[src/verilog/scss_pkg.sv]
// Shared constants and types for the system clock source select block
package scss_pkg;

    // Field widths of the divider and multiplier settings, and the loop accumulator width
    localparam int PRESC_FIELD_W = 10;
    localparam int P_FIELD_W = 4;
    localparam int N_FIELD_W = 8;
    localparam int OUTDIV_FIELD_W = 10;
    localparam int LOOP_ACC_W = 16;

    // Clock source select codes
    localparam logic [1:0] CSEL_DIRECT = 2'h3;
    localparam logic [1:0] CSEL_DERIVED = 2'h2;

    // Reset values of the applied configuration
    localparam logic [PRESC_FIELD_W-1:0] PRESC_RESET = 10'h000;
    localparam logic [P_FIELD_W-1:0] P_RESET = 4'h0;
    localparam logic [N_FIELD_W-1:0] N_RESET = 8'h00;
    localparam logic [OUTDIV_FIELD_W-1:0] OUTDIV_RESET = 10'h000;

    // Loop oscillator tuning word: start value, step and limits
    localparam logic [LOOP_ACC_W-1:0] LOOP_INC_RESET = 16'h0400;
    localparam logic [LOOP_ACC_W-1:0] LOOP_INC_STEP = 16'h0010;
    localparam logic [LOOP_ACC_W-1:0] LOOP_INC_MAX = 16'h8000;
    localparam logic [LOOP_ACC_W-1:0] LOOP_INC_MIN = 16'h0010;

    // Park timer load value; the output stays parked low for at least one cycle more
    localparam logic [1:0] PARK_CYCLES = 2'h2;

    // Clock generation mechanism in effect
    typedef enum logic [1:0] {
        MODE_OSC_PASS,
        MODE_PRESCALE,
        MODE_LOOP,
        MODE_DIRECT
    } scss_mode_type;

    // Glitch-free switch sequencer states
    typedef enum logic [1:0] {
        SW_RUN,
        SW_DRAIN,
        SW_PARK
    } scss_switch_type;

endpackage
[src/verilog/scss_clock_select.sv]
// System clock source select: direct, prescaled or loop-derived clock
`timescale 1ns/1ps

// Notes on behaviour
// - Select 11: system clock follows direct input
// - Select 10, bypass one: oscillator over prescale factor
// - Prescaler source: crystal or on-chip source
// - Factor one passes oscillator with its duty
// - Prescale factors up to 1024 supported
// - Select 10, bypass zero: loop drives clock
// - Loop factor: N over P times output divider
// - Loop reference: crystal or on-chip source
// - Loop frequency changes gradually, never abruptly
// - Crystal bypass at factor one equals direct
module scss_clock_select #(
    parameter int PRESC_W = scss_pkg::PRESC_FIELD_W,
    parameter int P_W = scss_pkg::P_FIELD_W,
    parameter int N_W = scss_pkg::N_FIELD_W,
    parameter int OUTDIV_W = scss_pkg::OUTDIV_FIELD_W
) (
    input wire logic ref_clk,
    input wire logic rst,
    input wire logic clk_en,
    input wire logic crystal_input,
    input wire logic internal_clock_input,
    input wire logic direct_clock_input,
    input wire logic [1:0] clock_source_select,
    input wire logic vco_bypass_bit,
    input wire logic oscillator_source_internal,
    input wire logic [PRESC_W-1:0] output_prescaler_field,
    input wire logic [P_W-1:0] loop_input_divider_field,
    input wire logic [N_W-1:0] loop_multiplier_field,
    input wire logic [OUTDIV_W-1:0] loop_output_divider_field,
    output logic system_clock,
    output scss_pkg::scss_mode_type active_mode,
    output logic active_source_internal,
    output logic loop_locked,
    output logic switch_busy,
    output logic [PRESC_W:0] output_prescale_factor,
    output logic [OUTDIV_W:0] loop_output_divide_factor
);
    import scss_pkg::*;

    // Applied configuration, only changed while the output is parked
    scss_mode_type mode_q;
    logic osc_internal_q;
    logic [PRESC_W-1:0] presc_q;
    logic [P_W-1:0] p_q;
    logic [N_W-1:0] n_q;
    logic [OUTDIV_W-1:0] outdiv_q;

    scss_switch_type state;
    scss_switch_type next_state;
    logic [1:0] park_count;
    logic load_cfg;
    logic direct_q;
    logic osc_pass_q;

    scss_mode_type req_mode;
    logic mode_differs;
    logic osc_differs;
    logic presc_differs;
    logic loop_differs;
    logic cfg_change;
    logic oscillator_clock;
    logic prescale_clock;
    logic loop_clock;
    logic loop_lock_raw;
    logic src_level;
    logic park_done;
    logic next_system_clock;

    // Decode of the select field and the bypass bit
    assign req_mode = (clock_source_select == CSEL_DIRECT) ?
                      MODE_DIRECT :
                      (clock_source_select != CSEL_DERIVED) ?
                      MODE_OSC_PASS :
                      vco_bypass_bit ? MODE_PRESCALE :
                      MODE_LOOP;

    // Only settings that matter to the requested mode force a switch
    assign mode_differs = (req_mode != mode_q);
    assign osc_differs = (req_mode != MODE_DIRECT) &&
                         (oscillator_source_internal != osc_internal_q);
    assign presc_differs = (req_mode == MODE_PRESCALE) &&
                           (output_prescaler_field != presc_q);
    assign loop_differs = (req_mode == MODE_LOOP) &&
                          ((loop_input_divider_field != p_q) ||
                           (loop_multiplier_field != n_q) ||
                           (loop_output_divider_field != outdiv_q));
    assign cfg_change = mode_differs || osc_differs ||
                        presc_differs || loop_differs;

    // Oscillator clock: crystal or on-chip source
    assign oscillator_clock = osc_internal_q ?
                              internal_clock_input :
                              crystal_input;

    // Output prescaler, cleared whenever it is not the live source
    scss_divider #(
        .FIELD_W(PRESC_W)
    ) u_presc_div (
        .ref_clk(ref_clk),
        .rst(rst),
        .clk_en(clk_en),
        .clear(load_cfg || (mode_q != MODE_PRESCALE)),
        .src_level(oscillator_clock),
        .div_field(presc_q),
        .div_out(prescale_clock)
    );

    // Loop runs only in loop mode; a reload restarts it from rest
    scss_loop #(
        .P_W(P_W),
        .N_W(N_W),
        .OUTDIV_W(OUTDIV_W)
    ) u_loop (
        .ref_clk(ref_clk),
        .rst(rst),
        .clk_en(clk_en),
        .enable((mode_q == MODE_LOOP) && !load_cfg),
        .ref_level(oscillator_clock),
        .p_field(p_q),
        .n_field(n_q),
        .outdiv_field(outdiv_q),
        .loop_clock(loop_clock),
        .locked(loop_lock_raw)
    );

    // Direct and undivided paths get one stage to match divider latency
    always_ff @(posedge ref_clk) begin
        if (rst) begin
            direct_q <= 1'b0;
            osc_pass_q <= 1'b0;
        end else if (clk_en) begin
            direct_q <= direct_clock_input;
            osc_pass_q <= oscillator_clock;
        end
    end

    // Source selection from the applied mode
    assign src_level = (mode_q == MODE_DIRECT) ? direct_q :
                       (mode_q == MODE_PRESCALE) ? prescale_clock :
                       (mode_q == MODE_LOOP) ? loop_clock :
                       osc_pass_q;

    // Park ends once the minimum has passed and the new source is low
    assign park_done = (park_count == '0) && !src_level;

    // Switch sequence: finish the high phase, hold low, start clean
    always_comb begin
        next_state = state;
        unique case (state)
            SW_RUN: begin
                if (cfg_change) begin
                    next_state = SW_DRAIN;
                end
            end
            SW_DRAIN: begin
                if (!system_clock) begin
                    next_state = SW_PARK;
                end
            end
            SW_PARK: begin
                if (park_done && !cfg_change) begin
                    next_state = SW_RUN;
                end
            end
        endcase
    end

    // Config is taken on entry to park and again if it moves meanwhile
    assign load_cfg = ((state == SW_DRAIN) && !system_clock) ||
                      ((state == SW_PARK) && cfg_change);

    // Drain may only end a high phase, park holds the output low
    assign next_system_clock = (state == SW_RUN) ? src_level :
                               (state == SW_DRAIN) ?
                               (src_level && system_clock) :
                               1'b0;

    // Sequencer and park timer
    always_ff @(posedge ref_clk) begin
        if (rst) begin
            state <= SW_RUN;
            park_count <= '0;
        end else if (clk_en) begin
            state <= next_state;
            if (load_cfg) begin
                park_count <= PARK_CYCLES;
            end else if (park_count != '0) begin
                park_count <= park_count - 2'h1;
            end
        end
    end

    // Applied configuration registers
    always_ff @(posedge ref_clk) begin
        if (rst) begin
            mode_q <= MODE_OSC_PASS;
            osc_internal_q <= 1'b0;
            presc_q <= PRESC_RESET;
            p_q <= P_RESET;
            n_q <= N_RESET;
            outdiv_q <= OUTDIV_RESET;
        end else if (clk_en && load_cfg) begin
            mode_q <= req_mode;
            osc_internal_q <= oscillator_source_internal;
            presc_q <= output_prescaler_field;
            p_q <= loop_input_divider_field;
            n_q <= loop_multiplier_field;
            outdiv_q <= loop_output_divider_field;
        end
    end

    // Clock output and status, all from flip-flops
    always_ff @(posedge ref_clk) begin
        if (rst) begin
            system_clock <= 1'b0;
            switch_busy <= 1'b0;
            loop_locked <= 1'b0;
        end else if (clk_en) begin
            system_clock <= next_system_clock;
            switch_busy <= (next_state != SW_RUN);
            loop_locked <= (mode_q == MODE_LOOP) && loop_lock_raw;
        end
    end

    // Reported settings follow the applied configuration
    assign active_mode = mode_q;
    assign active_source_internal = osc_internal_q;
    assign output_prescale_factor = {1'b0, presc_q} +
                                    {{PRESC_W{1'b0}}, 1'b1};
    assign loop_output_divide_factor = {1'b0, outdiv_q} +
                                       {{OUTDIV_W{1'b0}}, 1'b1};

endmodule // scss_clock_select

[src/verilog/scss_divider.sv]
// Edge-counting clock divider by field plus one, with pass-through at one
`timescale 1ns/1ps
module scss_divider #(
    parameter int FIELD_W = 10
) (
    input wire logic ref_clk,
    input wire logic rst,
    input wire logic clk_en,
    input wire logic clear,
    input wire logic src_level,
    input wire logic [FIELD_W-1:0] div_field,
    output logic div_out
);
    logic src_q;
    logic [FIELD_W-1:0] edge_count;
    logic [FIELD_W:0] half_factor;
    logic src_rise;
    logic [FIELD_W-1:0] next_edge_count;
    logic next_div_out;

    // Factor is field plus one; high for the first half of the count
    assign half_factor = ({1'b0, div_field} + {{FIELD_W{1'b0}}, 1'b1}) >> 1;
    assign src_rise = src_level & ~src_q;
    assign next_edge_count = !src_rise ? edge_count :
                             (edge_count == div_field) ? '0 :
                             edge_count + {{(FIELD_W-1){1'b0}}, 1'b1};
    // Factor one follows the source level, keeping its duty cycle
    assign next_div_out = (div_field == '0) ? src_level :
                          ({1'b0, next_edge_count} < half_factor);

    // Counter restarts on clear so a new factor begins on a whole period
    always_ff @(posedge ref_clk) begin
        if (rst || (clk_en && clear)) begin
            src_q <= 1'b0;
            edge_count <= '0;
            div_out <= 1'b0;
        end else if (clk_en) begin
            src_q <= src_level;
            edge_count <= next_edge_count;
            div_out <= next_div_out;
        end
    end

endmodule // scss_divider

[src/verilog/scss_loop.sv]
// Digital frequency-locked loop: input divider, tuned oscillator, output divider
`timescale 1ns/1ps
module scss_loop #(
    parameter int P_W = 4,
    parameter int N_W = 8,
    parameter int OUTDIV_W = 10
) (
    input wire logic ref_clk,
    input wire logic rst,
    input wire logic clk_en,
    input wire logic enable,
    input wire logic ref_level,
    input wire logic [P_W-1:0] p_field,
    input wire logic [N_W-1:0] n_field,
    input wire logic [OUTDIV_W-1:0] outdiv_field,
    output logic loop_clock,
    output logic locked
);
    import scss_pkg::*;

    logic ref_q;
    logic [P_W-1:0] p_count;
    logic [LOOP_ACC_W-1:0] phase_acc;
    logic [LOOP_ACC_W-1:0] tune_word;
    logic vco_q;
    logic [N_W:0] vco_edges;
    logic ref_rise;
    logic ref_tick;
    logic vco_level;
    logic vco_rise;
    logic [N_W:0] n_factor;
    logic [LOOP_ACC_W-1:0] tune_up;
    logic [LOOP_ACC_W-1:0] tune_down;
    logic [LOOP_ACC_W-1:0] next_tune_word;

    // Reference divided by P gives the compare tick
    assign ref_rise = ref_level & ~ref_q;
    assign ref_tick = ref_rise && (p_count == p_field);
    assign vco_level = phase_acc[LOOP_ACC_W-1];
    assign vco_rise = vco_level & ~vco_q;
    assign n_factor = {1'b0, n_field} + {{N_W{1'b0}}, 1'b1};

    // One small step per compare: frequency only slides, never jumps
    assign tune_up = (tune_word >= LOOP_INC_MAX - LOOP_INC_STEP) ?
                     LOOP_INC_MAX : tune_word + LOOP_INC_STEP;
    assign tune_down = (tune_word <= LOOP_INC_MIN + LOOP_INC_STEP) ?
                       LOOP_INC_MIN : tune_word - LOOP_INC_STEP;
    assign next_tune_word = !ref_tick ? tune_word :
                            (vco_edges < n_factor) ? tune_up :
                            (vco_edges > n_factor) ? tune_down :
                            tune_word;

    // Loop is held in its start state while not selected
    always_ff @(posedge ref_clk) begin
        if (rst || (clk_en && !enable)) begin
            ref_q <= 1'b0;
            p_count <= '0;
            phase_acc <= '0;
            tune_word <= LOOP_INC_RESET;
            vco_q <= 1'b0;
            vco_edges <= '0;
            locked <= 1'b0;
        end else if (clk_en) begin
            ref_q <= ref_level;
            if (ref_rise) begin
                p_count <= ref_tick ? '0 :
                           p_count + {{(P_W-1){1'b0}}, 1'b1};
            end
            phase_acc <= phase_acc + tune_word;
            tune_word <= next_tune_word;
            vco_q <= vco_level;
            if (ref_tick) begin
                vco_edges <= {{N_W{1'b0}}, vco_rise};
                locked <= (vco_edges == n_factor);
            end else if (vco_rise && !(&vco_edges)) begin
                vco_edges <= vco_edges + {{N_W{1'b0}}, 1'b1};
            end
        end
    end

    // Output divider on the oscillator, cleared while the loop is idle
    scss_divider #(
        .FIELD_W(OUTDIV_W)
    ) u_outdiv_div (
        .ref_clk(ref_clk),
        .rst(rst),
        .clk_en(clk_en),
        .clear(!enable),
        .src_level(vco_level),
        .div_field(outdiv_field),
        .div_out(loop_clock)
    );

endmodule // scss_loop

[config.mk]
export PLATFORM = sky130hd
export DESIGN_NAME = scss_clock_select
export DESIGN_NICKNAME = d
export VERILOG_FILES = /design/src/verilog/scss_pkg.sv /design/src/verilog/scss_clock_select.sv /design/src/verilog/scss_divider.sv /design/src/verilog/scss_loop.sv
export SDC_FILE = /design/constraint.sdc
export NUM_CORES = 1
export LEC_CHECK = 0
export BUFFER_PORTS_ARGS = -buffer_cell sky130_fd_sc_hd__buf_2
export CAP_MARGIN = 20
export CORE_MARGIN = 2
export CORE_UTILIZATION = 35
export DETAILED_ROUTE_END_ITERATION = 10
export SETUP_SLACK_MARGIN = 0.02
export SYNTH_ARGS = -nofsm -noshare
export SYNTH_HDL_FRONTEND = slang
export SYNTH_SLANG_ARGS = --single-unit
[constraint.sdc]
create_clock -name ref_clk -period 3.35 [get_ports ref_clk]
set_clock_uncertainty 0.05 [all_clocks]
set_input_delay 0.8375 -clock ref_clk [delete_from_list [all_inputs] [get_ports ref_clk]]
set_output_delay 0.8375 -clock ref_clk [all_outputs]
set_load 0.01 [all_outputs]
After elaboration in Yosys (flattened, before gate mapping)
Cells that the tools add are included.
{"block": "totals", "ff_bits": 115, "in_bits": 42, "out_inout_bits": 28}
{"block": "op_classes", "mux": 28, "n_reduce_logical": 45, "addsub": 11, "n_eq_ne": 21, "magnitude_cmp": 6, "bitwise_logic": 6}
{"cell": "2-to-1 mux 16 bit", "count": 4}
{"cell": "2-to-1 mux 10 bit", "count": 4}
{"cell": "adder 10 x 1 -> 11 bit, second input constant", "count": 2}
{"cell": "adder 10 x 1 -> 10 bit, second input constant", "count": 2}
{"cell": "equality test 10 bit", "count": 2}
{"cell": "logical NOT 10 bit", "count": 2}
{"cell": "< comparator 10 bit", "count": 2}
{"cell": "!= test 10 bit", "count": 2}
{"cell": "2-to-1 mux 9 bit", "count": 2}
{"cell": "adder 16 bit", "count": 1}
{"cell": "adder 16 x 5 -> 16 bit, second input constant", "count": 1}
{"cell": ">= comparator 16 x 15 -> 1 bit, second input constant", "count": 1}
{"cell": "less-or-equal comparator 16 x 6 -> 1 bit, second input constant", "count": 1}
{"cell": "2-to-1 mux 2 bit", "count": 8}
{"cell": "subtractor 16 x 5 -> 16 bit, second input constant", "count": 1}
{"cell": "logical AND 1 bit", "count": 15}
{"cell": "equality test 2 bit, second input constant", "count": 5}
{"cell": "nonzero test 2 bit", "count": 5}
{"cell": "adder 8 x 1 -> 9 bit, second input constant", "count": 1}
{"cell": "adder 9 x 1 -> 9 bit, second input constant", "count": 1}
{"cell": "equality test 9 bit", "count": 1}
{"cell": "> comparator 9 bit", "count": 1}
{"cell": "logical OR 1 bit", "count": 9}
{"cell": "< comparator 9 bit", "count": 1}
{"cell": "other kinds (20)", "count": 43}

Longest topological paths before layout
Gate-level depths: netlist of run 1.
{"block": "depth", "depth_word": 15, "ltp_mapped": 14, "depth_no_buf": 12}

By module
From an unflattened synthesis of run 1, not the netlist that was laid out.
{"block": "unflattened", "cells_unflattened": 1050, "hier_area_um2": 8669.6}
{"module": "scss_loop", "area_each_um2": 3211.8, "cells_each": 400, "n_inst": 1}
{"module": "scss_divider", "area_each_um2": 1395.1, "cells_each": 178, "n_inst": 2}
{"module": "scss_clock_select", "area_each_um2": 2667.6, "cells_each": 294, "n_inst": 1}

Worst setup path after synthesis of run 1
OpenSTA, ideal clock, no wires.
{"block": "synth_timing", "kind": "input-to-reg", "startpoint": "input port internal_clock_input", "endpoint": "register u_presc_div.div_out", "path_buffers": 2, "path_slack_ns": 0.272, "path_stages": 12, "setup_time_ns": 0.070, "arrival_time_ns": 2.958, "cell_sequence": "mux2i_1 > nor2_1 > and4_1 > buf_2 > buf_2 > nor2_1 > ha_1 > a21o_1 > a211o_1 > a21oi_1 > o21ai_0 > a21oi_1"}
{"block": "synth_via", "elab_chain_len": 5}
{"element": "from (decl)", "line_no": "scss_clock_select.sv:25", "text": "input wire logic internal_clock_input,"}
{"element": "2-to-1 mux 1 bit", "line_no": "scss_clock_select.sv:95", "text": "assign oscillator_clock = osc_internal_q ?"}
{"element": "AND 1 bit", "line_no": "scss_divider.sv:23", "text": "assign src_rise = src_level & ~src_q;"}
{"element": "2-to-1 mux 10 bit", "line_no": "scss_divider.sv:24", "text": "assign next_edge_count = !src_rise ? edge_count :"}
{"element": "via u_presc_div.next_edge_count[3]", "line_no": "scss_divider.sv:18", "text": "logic [FIELD_W-1:0] next_edge_count;"}
{"element": "< comparator 10 bit", "line_no": "scss_divider.sv:29", "text": "({1'b0, next_edge_count} < half_factor);"}
{"element": "2-to-1 mux 1 bit", "line_no": "scss_divider.sv:28", "text": "assign next_div_out = (div_field == '0) ? src_level :"}
{"element": "to (signal assigned)", "line_no": "scss_divider.sv:40", "text": "div_out <= next_div_out;"}
{"element": "to (decl)", "line_no": "scss_divider.sv:12", "text": "output logic div_out"}
The timed path passes the listed nets, and every way through them passes these cells.
A chain may end at the register's enable or synchronous reset.

Worst setup path after layout of run 1
{"block": "layout_timing", "startpoint": "register n_q[0]", "endpoint": "register u_loop.tune_word[15]"}
{"block": "layout_via", "elab_chain_len": 12, "word_cells_on_any_way": 18, "classes_between": "add/sub: 1; order compare: 2; eq/ne: 1; mux: 1; reduce/logical: 13"}
{"element": "from (decl)", "line_no": "scss_clock_select.sv:49", "text": "logic [N_W-1:0] n_q;"}
{"element": "from (signal assigned)", "line_no": "scss_clock_select.sv:211", "text": "n_q <= loop_multiplier_field;"}
{"element": "parallel branches: the longest is 12 deep, another holds adder 8 x 1 -> 9 bit"}
{"element": "to (signal assigned)", "line_no": "scss_loop.sv:70", "text": "tune_word <= next_tune_word;"}
{"element": "to (decl)", "line_no": "scss_loop.sv:24", "text": "logic [LOOP_ACC_W-1:0] tune_word;"}
Several ways; the timed one is not identified.

==> flow_summary.yaml, run 1 <==
worst_setup_path:
  worst_setup_path_end_kind: "flip-flop"
  cp_slowest_cell: "dfxtp_1"
  path_buf_inv: 0
  crit_path_start_kind: "flip-flop"
  max_stage_delay_ns: 0.42
  cp_data_arrival_time_ns: 3.38
  critPathRequiredTime_ns: 3.59
  path_max_fanout: 11
  crit_chain: "ha_1, nand3_1, nor2_1, nand3_1, ha_1, and3_1, a221o_1, or2_4, a21o_2, or3_1, a21oi_1"
  cp_top_family: "simple AND/OR/NAND/NOR gates"
  path_class: "flip-flop to flip-flop"
floorplan:
  die-area_mm2: 0.0239
  start_util_pct: 35.3
  core_mm2: 0.0224
  rows: 55
  dieHeight_um: 154
  io_pins: 70
  die_x_um: 154
yosys:
  yosysUniqueCellTypes: 79
  synth-main-ff-cell: "dfxtp_1"
  async_reset_ff_share_pct: 0
  yosysMostFrequentCell: "nor2_1"
  yosys-top-cells-area: "dfxtp_1, ha_1, xnor2_1, mux2i_1, nor2_1"
  synth.top_cell.area_share_pct: 27.5
  synthesis.area_mm2: 0.00793
  synth_edf_count: 0
  yosys.area.top_type: "dfxtp_1"
  syn-instance-count: 977
  syn_avg_cell_area_um2: 8.11
  seq_area_frac_synth_pct: 27.5
  ys_seq_elements: 109
  synth_warnings: 0
  synth_commonest_cells: "nor2_1, dfxtp_1, xnor2_1, nand2_1"
power_and_ir_drop:
  max-vdd-ir-drop_v: 0.000206
  p_int_mw: 2.15
  p_total_mw: 3.04
  netSwitchingFraction_pct: 29.2
  leakagePower_nw: 3.85
  p_switching_mw: 0.890
  p_seq_share_pct: 45.6
  combPwrFrac_pct: 17.2
  power_density_mw_per_mm2: 342
  pwr-share-clk_pct: 37.2
grt:
  grt_util_met3_pct: 1.82
  use_met2_pct: 28.6
  grt_usage_pct: 16.8
  first_global_vias: 6689
  antenna_found_initial: 0
  met1_usage_pct: 22.4
  busiest_layer: "met2"
  overflow: 0
  grt_max_degree: 47
  grt_pass1_wl_um: 33100
cells_and_area:
  finish.utilization_pct: 39.7
  nets: 1132
  drive_gt1_share_pct: 14.0
  final_cells: 1322
  final_cell_area_mm2: 0.00891
  antenna_cells: 0
  syn2layout_area_growth_pct: 12.5
cts:
  cts_tree: "yes"
  clk_latency_ns: 0.36
  clkTransAtPathRegs_ns: 0.08
  ctsRootBufferMaster: "clkbuf_16"
  clock-sinks: 109
  cts_buffers: 9
  htreeDepth: 3
  ctsHoldBuffers: 0
  clockBufferDepth: 2
timing:
  maxSlewHeadroom_pct: 36.7
  setup_violations: 0
  setup_tns_ns: 0
  post-route-period-util_pct: 93.6
  hold_viol: 0
  fmax_ghz: 0.319
  drv_slew: 0
  period_needed_ns: 3.14
  tightest_slew_ns: 0.947
  rsz0062_at_grt: "true"
  setup_slack_ns: 0.213
  timing.hold.ws_ns: 0.420
placement:
  place_ws_ns: 0.148
  place_inst: 1306
  dp_hpwl_um: 15000
  port_buffers: 69
  dpl_cell_area_mm2: 0.00858
  gp_congestion: 0.865
hold_path:
  holdCritPathClass: "flip-flop to flip-flop"
drt:
  postRouteWirelength_um: 19600
  first_pass_iters: 5
  ant_nets: 0
  wl_per_cell_um: 14.8
  drt_iter0_markers: 392
  routed_via_density: 5.23
  drc: 0
  vias: 6914
status:
  outcome: "finished, final reports clean"
flow_run:
  drv_cap: 0
## worst reg2reg max path, delay by kind of cell (launching register included)
kind / cells / cell delay, ns
adders and majority gates: 2 / 0.51
DFF: 1 / 0.42
AOI/OAI and AO/OA: 3 / 0.83
and+or+nand+nor: 6 / 1.26
## flip-flops by register name, summed over array words and instances (netlist names), 2 cells and up
| name | flops |
|---|---|
| active_mode | 2 |
| u_loop.vco_edges | 9 |
| u_loop.u_outdiv_div.edge_count | 10 |
| presc_q | 10 |
| park_count | 2 |
| state | 2 |
| u_loop.phase_acc | 14 |
| outdiv_q | 10 |
| p_q | 4 |
| u_loop.tune_word | 12 |
| u_loop.p_count | 4 |
| n_q | 8 |
| u_presc_div.edge_count | 10 |
## path summary, 6_finish.rpt
path	from	endpoint	slack (ns)	depth (start not counted)
setup reg to reg	n_q[0]	u_loop.tune_word[15]	0.21	11
setup / recovery	n_q[0]	u_loop.tune_word[15]	0.21	11
hold reg to reg	park_count[1]	park_count[1]	0.42	1
hold / removal	park_count[1]	park_count[1]	0.42	1
## timing repair
action	in CTS	in global routing
endpoints found under the setup margin	0	11
gates resized for setup	0	6
endpoints found under the hold margin	0	0
setup buffers	0	1
## power groups by stage
stage	registers, mW	logic, mW	clock network [mW]
after floorplan	1.38	0.394	0
after global placement	1.42	0.517	0
after detailed placement	1.42	0.520	0
after CTS	1.39	0.523	1.17
after global routing	1.39	0.589	1.21
final	1.39	0.525	1.13
## cell families (layout without fill, tap and decap cells)
kind of cell / after synthesis / after routing / share of synthesized area (%)
AO/OA/AOI/OAI: 173 / 173 / 14.8
XOR/XNOR: 109 / 109 / 12.0
adder cells (fa/ha/maj): 57 / 57 / 9.00
buffers and inverters: 101 / 160 / 6.33
flip-flops: 109 / 109 / 27.5
multiplexers: 58 / 58 / 7.48
other: 1 / 2 / 0.0473
AND/OR/NAND/NOR: 369 / 369 / 22.7
## per-layer routing
layer  wire [um]  up-vias
li1            -     3539
met5           0        -
met2        9320      113
met1        9460     3241
met3         514       21
met4         310        0
## cells in the final DEF (no fill, tap or decap), drive strengths merged, types with 7 or more instances in the layout
cell / netlist / final
buf: 42 / 101
a31oi: 11 / 11
inv: 43 / 47
nor4: 12 / 12
nand3: 35 / 35
dfxtp: 109 / 109
a211oi: 11 / 11
o21ai: 35 / 35
nor3b: 7 / 7
mux2i: 57 / 57
nor2: 144 / 144
nor3: 27 / 27
nand4: 14 / 14
and3: 16 / 16
clkbuf: 15 / 9
or3: 8 / 8
ha: 57 / 57
xnor2: 77 / 77
nand2: 64 / 64
nor2b: 7 / 7
a21o: 7 / 7
xor2: 32 / 32
a21oi: 54 / 54
## final cells by class
cell class                 count  area, um2
inverter                      44        165
tap                          285        357
clock buffer                   9        225
fill                        2311      13500
clock inverter                 6       78.8
multi-input combinational    768       5280
timing repair buffer         101        623
sequential                   109       2180
(Power assumes the default switching activity.)
==> run 2: changes to the inputs <==
--- a/config.mk
+++ b/config.mk
@@ -10,6 +10,8 @@
 export CORE_MARGIN = 2
 export CORE_UTILIZATION = 35
 export DETAILED_ROUTE_END_ITERATION = 10
+export PLACE_DENSITY_LB_ADDON = 0.15
+export REMOVE_ABC_BUFFERS = 1
 export SETUP_SLACK_MARGIN = 0.02
 export SYNTH_ARGS = -nofsm -noshare
 export SYNTH_HDL_FRONTEND = slang
==> run 2 against run 1 <==
Via count down 0.52%. Critical path depth is 1 lower. Maximum frequency increased by 0.67%. First-iteration DRC count down 6.9%. Final cell count fell by 0.53%. Register-to-register slack better by 0.02 ns. Sequential share of layout area grew 0.28 points. Non-clock buffer count shrank 9. Sequential power barely moved. Worst setup slack improved by 0.021 ns. Die area unchanged. Hold slack got worse by 0.0044 ns. Critical path type unchanged. Largest power group unchanged.
==> flow_summary.yaml, run 2 (synthesis results as in run 1) <==
status:
  outcome: "finished, final reports clean"
hold_path:
  hold_depth: 2
  holdCritPathClass: "flip-flop to flip-flop"
  hp-start: "loop_locked"
  min_to: "loop_locked"
worst_setup_path:
  cp_data_arrival_time_ns: 3.36
  path_class: "flip-flop to flip-flop"
  r2r_slack_ns: 0.23
  worst_setup_path_end_kind: "flip-flop"
  reg2reg_from: "n_q[2]"
  path_max_fanout: 11
  critPathRequiredTime_ns: 3.59
  ff2ff_path_depth: 10
  crit_path_start_kind: "flip-flop"
  r2r-end: "u_loop.tune_word[15]"
drt:
  wl_per_cell_um: 15.9
  drc: 0
  postRouteWirelength_um: 20900
  vias: 6878
  first_pass_iters: 4
  routed_via_density: 5.23
  ant_nets: 0
  top_layer_used: "met4"
  drt_iter0_markers: 365
  wl_met2_um: 9680
  wl_met3_um: 547
  wl_met1_um: 10200
timing:
  setup_slack_ns: 0.234
  fmax_ghz: 0.321
  drv_slew: 0
  post-route-period-util_pct: 93.0
  period_needed_ns: 3.12
  tightest_slew_ns: 0.884
  setup_violations: 0
  maxSlewHeadroom_pct: 41.0
  hold_viol: 0
  rsz0062_at_grt: "false"
grt:
  grt_usage_pct: 17.9
  grt_pass1_wl_um: 34400
  overflow: 0
  first_global_vias: 6581
  antenna_found_initial: 1
  grt_max_degree: 35
cells_and_area:
  final_cell_area_mm2: 0.00882
  reg.largest.list: "u_loop.phase_acc x14, u_loop.tune_word x12"
  top_register: "u_loop.phase_acc"
  final.fill_count: 2353
  final_common_cell: "nor2_1"
  syn2layout_area_growth_pct: 11.3
  nets: 1123
  drive_gt1_share_pct: 13.4
  final_cells: 1315
  largest_register_ffs: 14
  final_cell_mix: "nor2_1, dfxtp_1, xnor2_1"
floorplan:
  die_x_um: 154
  rows: 55
  io_pins: 70
  core_mm2: 0.0224
  die-area_mm2: 0.0239
  start_util_pct: 35.3
  dieHeight_um: 154
cts:
  clk_latency_ns: 0.36
  clock-sinks: 109
  htreeDepth: 3
  cts_buffers: 9
  clkTransAtPathRegs_ns: 0.08
  post_cts_buffers: 0
  clockBufferDepth: 2
  ctsRootBufferMaster: "clkbuf_16"
  cts_tree: "yes"
flow_run:
  drv_cap: 0
power_and_ir_drop:
  combPwrFrac_pct: 17.6
  pwr-share-clk_pct: 35.5
  p_int_mw: 2.07
  netSwitchingFraction_pct: 30.3
  p_seq_share_pct: 46.8
  power_density_mw_per_mm2: 336
  max-vdd-ir-drop_v: 0.000221
  p_switching_mw: 0.898
  leakagePower_nw: 3.79
placement:
  port_buffers: 69
  place_ws_ns: 0.0965
  gp_congestion: 0.791
  place_inst: 1298
  dpl_cell_area_mm2: 0.00852
  dp_hpwl_um: 16100
==> run 2: per-stage QoR <==
step / setup TNS [ns] / hold WS, ns / power, mW / utilization [%]
floorplan: -6.40 / 0.390 / 1.73 / -
global placement: 0 / 0.404 / 1.94 / 38.0
detailed placement: 0 / 0.405 / 1.94 / 38.0
CTS: 0 / 0.421 / 3.02 / 39.2
global route: 0 / 0.436 / 3.12 / 39.3
finish: 0 / 0.416 / 2.96 / 39.3
==> run 2: worst max-delay path, stage by stage, from the launching register on <==
cell,delay (ns)
dfxtp_1,0.46
and4_1,0.25
nand4_1,0.12
xor2_1,0.16
ha_1,0.29
a21o_1,0.18
a221o_2,0.44
or2_4,0.29
a21o_2,0.29
or3_1,0.37
a21oi_1,0.14
==> run 2: cell type report <==
type | instances | area (um2) | share of cell area, %
clock inverter | 6 | 46.3 | 0.525
tap | 285 | 357 | 4.04
antenna | 1 | 2.50 | 0.0284
multi-input combinational | 768 | 5280 | 59.9
clock buffer | 10 | 229 | 2.60
sequential | 109 | 2180 | 24.8
inverter | 44 | 165 | 1.87
timing repair buffer | 92 | 556 | 6.30
==> run 2: power by group through the flow <==
stage / Combinational, mW / Clock, mW / Sequential [mW]
after floorplan: 0.325 / 0 / 1.40
after global placement: 0.525 / 0 / 1.42
after detailed placement: 0.523 / 0 / 1.42
after CTS: 0.526 / 1.10 / 1.39
after global routing: 0.582 / 1.15 / 1.40
final: 0.523 / 1.05 / 1.39
==> run 2: worst max path at each step <==
| stage | from | end | slack, ns | cells past startpoint |
|---|---|---|---|---|
| 2_1_floorplan | clock_source_select[0] | active_mode[1] | -0.18 | 7 |
| 3_3_place_gp | n_q[0] | u_loop.tune_word[9] | 0.19 | 12 |
| 3_5_place_dp | n_q[0] | u_loop.tune_word[9] | 0.1 | 12 |
| 4_1_cts | n_q[0] | u_loop.tune_word[9] | 0.06 | 12 |
| 5_1_grt | n_q[2] | u_loop.tune_word[15] | 0.06 | 10 |
| 6_report | n_q[2] | u_loop.tune_word[15] | 0.23 | 10 |
==> run 2: routing by layer <==
metal	vias up	track usage (%)
li1	3524	-
met1	3228	24.1
met2	104	30.0
met3	22	1.91
met4	0	6.13
met5	-	0
==> run 2: timing repair <==
action	4_1_cts	5_1_grt
gates resized for setup	0	8
endpoints found under the setup margin	0	11
hold endpoints to repair	0	0
hold buffers	0	0
==> run 3: changes to the inputs <==
--- a/config.mk
+++ b/config.mk
@@ -5,6 +5,7 @@
 export SDC_FILE = /design/constraint.sdc
 export NUM_CORES = 1
 export LEC_CHECK = 0
+export ABC_AREA = 1
 export BUFFER_PORTS_ARGS = -buffer_cell sky130_fd_sc_hd__buf_2
 export CAP_MARGIN = 20
 export CORE_MARGIN = 2
@@ -12,7 +13,7 @@
 export DETAILED_ROUTE_END_ITERATION = 10
 export PLACE_DENSITY_LB_ADDON = 0.15
 export REMOVE_ABC_BUFFERS = 1
-export SETUP_SLACK_MARGIN = 0.02
+export SETUP_SLACK_MARGIN = 0.5
 export SYNTH_ARGS = -nofsm -noshare
 export SYNTH_HDL_FRONTEND = slang
 export SYNTH_SLANG_ARGS = --single-unit
==> run 3 against run 2 <==
Die area grew 2.9%. Sequential share of layout area is 1.6 points lower. Largest power group unchanged. Wire length grew 6.7%. Critical endpoint is now loop_output_divide_factor[10].
==> flow_summary.yaml, run 3 <==
status:
  outcome: "finished, final reports clean"
yosys:
  syn_avg_cell_area_um2: 6.21
  synth_commonest_cells: "nand2_1, nor2_1, inv_1, dfxtp_1, a21oi_1"
  yosys.area.top_type: "dfxtp_1"
  yosysMostFrequentCell: "nand2_1"
  seq_area_frac_synth_pct: 26.7
  yosys-top-cells-area: "dfxtp_1, nand2_1, nor2_1, ha_1, inv_1"
  async_reset_ff_share_pct: 0
  yosysUniqueCellTypes: 46
  synth-main-ff-cell: "dfxtp_1"
  synth_edf_count: 0
  synth_warnings: 0
  syn-instance-count: 1314
  ys_seq_elements: 109
  synthesis.area_mm2: 0.00816
  synth.top_cell.area_share_pct: 26.7
drt:
  drt_iter0_markers: 425
  postRouteWirelength_um: 22300
  wl_per_cell_um: 13.1
  drc: 0
  ant_nets: 0
  vias: 8086
  first_pass_iters: 8
  routed_via_density: 4.74
cts:
  cts_buffers: 9
  htreeDepth: 3
  clockBufferDepth: 2
  ctsRootBufferMaster: "clkbuf_16"
  clock-sinks: 109
  clkTransAtPathRegs_ns: 0.08
  cts_tree: "yes"
  clk_latency_ns: 0.37
  ctsHoldBuffers: 0
cells_and_area:
  antenna_cells: 0
  top_register: "u_loop.phase_acc"
  multiInputGateArea_mm2: 0.00533
  final_common_cell: "nand2_1"
  final.fill_count: 2465
  reg.largest.list: "u_loop.phase_acc x14, u_loop.tune_word x12"
  nets: 1486
  regArea_mm2: 0.00222
  drive_gt1_share_pct: 14.7
  syn2layout_area_growth_pct: 17.3
  final_cell_area_mm2: 0.00957
  final_cell_mix: "nand2_1, nor2_1, inv_1"
  largest_register_ffs: 14
grt:
  first_global_vias: 7223
  grt_usage_pct: 18.3
  antenna_found_initial: 0
  overflow: 0
  grt_max_degree: 38
  grt_pass1_wl_um: 36300
worst_setup_path:
  reg2reg_from: "u_loop.u_outdiv_div.edge_count[0]"
  max_stage_delay_ns: 0.40
  r2r_slack_ns: 0.70
  worst_setup_path_end_kind: "output port"
  cp_slowest_cell: "dfxtp_2"
  crit_path_start_kind: "flip-flop"
  r2r-end: "u_loop.u_outdiv_div.div_out"
  cp_data_arrival_time_ns: 1.85
  ff2ff_path_depth: 16
  path_class: "flip-flop to output port"
  setup.worst_path.start: "outdiv_q[0]"
  path_max_fanout: 5
  critPathRequiredTime_ns: 2.46
  crit_chain: "ha_4, nand3_4, nor4_4, nand2_2, nor2_1, nand2_1, inv_1, buf_2"
  crit_end: "loop_output_divide_factor[10]"
timing:
  setup_tns_ns: 0
  post-route-period-util_pct: 81.8
  setup_slack_ns: 0.611
  fmax_ghz: 0.365
  maxSlewHeadroom_pct: 55.6
  setup_violations: 0
  period_needed_ns: 2.74
  rsz0062_at_grt: "true"
  tightest_slew_ns: 0.665
  drv_slew: 0
  hold_viol: 0
floorplan:
  start_util_pct: 35.8
  die_x_um: 157
  io_pins: 70
  rows: 55
  dieHeight_um: 157
  die-area_mm2: 0.0245
  core_mm2: 0.0228
power_and_ir_drop:
  p_seq_share_pct: 40.8
  p_switching_mw: 1.27
  max-vdd-ir-drop_v: 0.000217
  p_int_mw: 2.31
  power_density_mw_per_mm2: 375
  combPwrFrac_pct: 26.3
  netSwitchingFraction_pct: 35.5
  leakagePower_nw: 4.31
  pwr-share-clk_pct: 32.9
flow_run:
  drv_cap: 0
placement:
  port_buffers: 69
  dp_hpwl_um: 16600
  gp_congestion: 0.864
  place_ws_ns: 0.145
  dpl_cell_area_mm2: 0.00880
hold_path:
  hp-start: "osc_pass_q"
  hold_depth: 2
  holdCritPathClass: "flip-flop to flip-flop"
-- run 3: cell count changes in the layout (fill, tap and decap cells not counted), sizes merged, moves of 8 or more --
cell	change
mux2i	-56
nand3	+27
buf	+10
xor2	+16
nor2	+58
inv	+135
xnor2	-67
or3	-8
nand2	+260
a21oi	+43
a211oi	-8
o21ai	+53
and3	-13
a31oi	-11
-- run 3: per-layer routing --
layer / part of all wire (%) / vias to the layer above / GRT usage, % / wire [um]
met1: 50 / 3651 / 24.8 / 11100
met4: 0.58 / 0 / 2.97 / 129
met3: 3.0 / 10 / 3.10 / 663
met2: 47 / 104 / 30.9 / 10400
met5: 0 / - / 0 / 0
li1: - / 4321 / - / -
-- run 3: repair_timing --
item	in CTS	in global routing
pin swaps	4	21
endpoints found under the setup margin	23	21
cloned	0	1
setup buffers	3	15
resized for setup	30	54
-- run 3: worst min path at each step --
stage                       endpoint  slack, ns
after floorplan           osc_pass_q       0.39
after global placement    osc_pass_q       0.40
after detailed placement  osc_pass_q       0.40
after CTS                 osc_pass_q       0.42
after global routing      osc_pass_q       0.45
final                     osc_pass_q       0.41
-- run 3: critical path, delay by kind of cell (launching register included) --
family,cells,cell delay [ns]
adder cells (fa/ha/maj),1,0.17
AND/OR/NAND/NOR,5,0.73
buffers and inverters,2,0.19
flip-flops,1,0.40
-- run 3: area by class of cell --
type	instances	share of cell area, %
repair buffers	102	6.37
well taps	313	4.09
inverters	181	7.23
multi-input cells	983	55.7
repair inverters	1	0.0785
clock buffers	9	2.35
clock inverters	7	0.981
flip-flops and latches	109	23.2
-- run 3: stage by stage --
step	utilization, %	total power [mW]	hold slack [ns]	cells
after detailed placement	38.6	2.36	0.403	1670
after CTS	40.7	3.58	0.416	1689
after global placement	38.6	2.36	0.401	1670
final	42.0	3.59	0.415	1705
after global routing	42.0	3.83	0.447	1705
after floorplan	-	2.06	0.386	1273
-- run 3: cell families after synthesis --
group,share of synthesized area [%]
adders and majority gates,8.74
muxes,0.123
AOI/OAI and AO/OA,13.3
xor gates and xnor gates,6.23
DFF,26.7
other,0.0460
buffers and inverters,11.1
and+or+nand+nor,33.8
-- run 3: power groups by stage --
stage          combinational, mW  sequential (mW)  clock (mW)
3_3_place_gp               0.872             1.49           0
2_1_floorplan              0.590             1.47           0
4_1_cts                    0.901             1.46        1.23
3_5_place_dp               0.876             1.49           0
6_report                   0.942             1.46        1.18
5_1_grt                     1.07             1.48        1.28
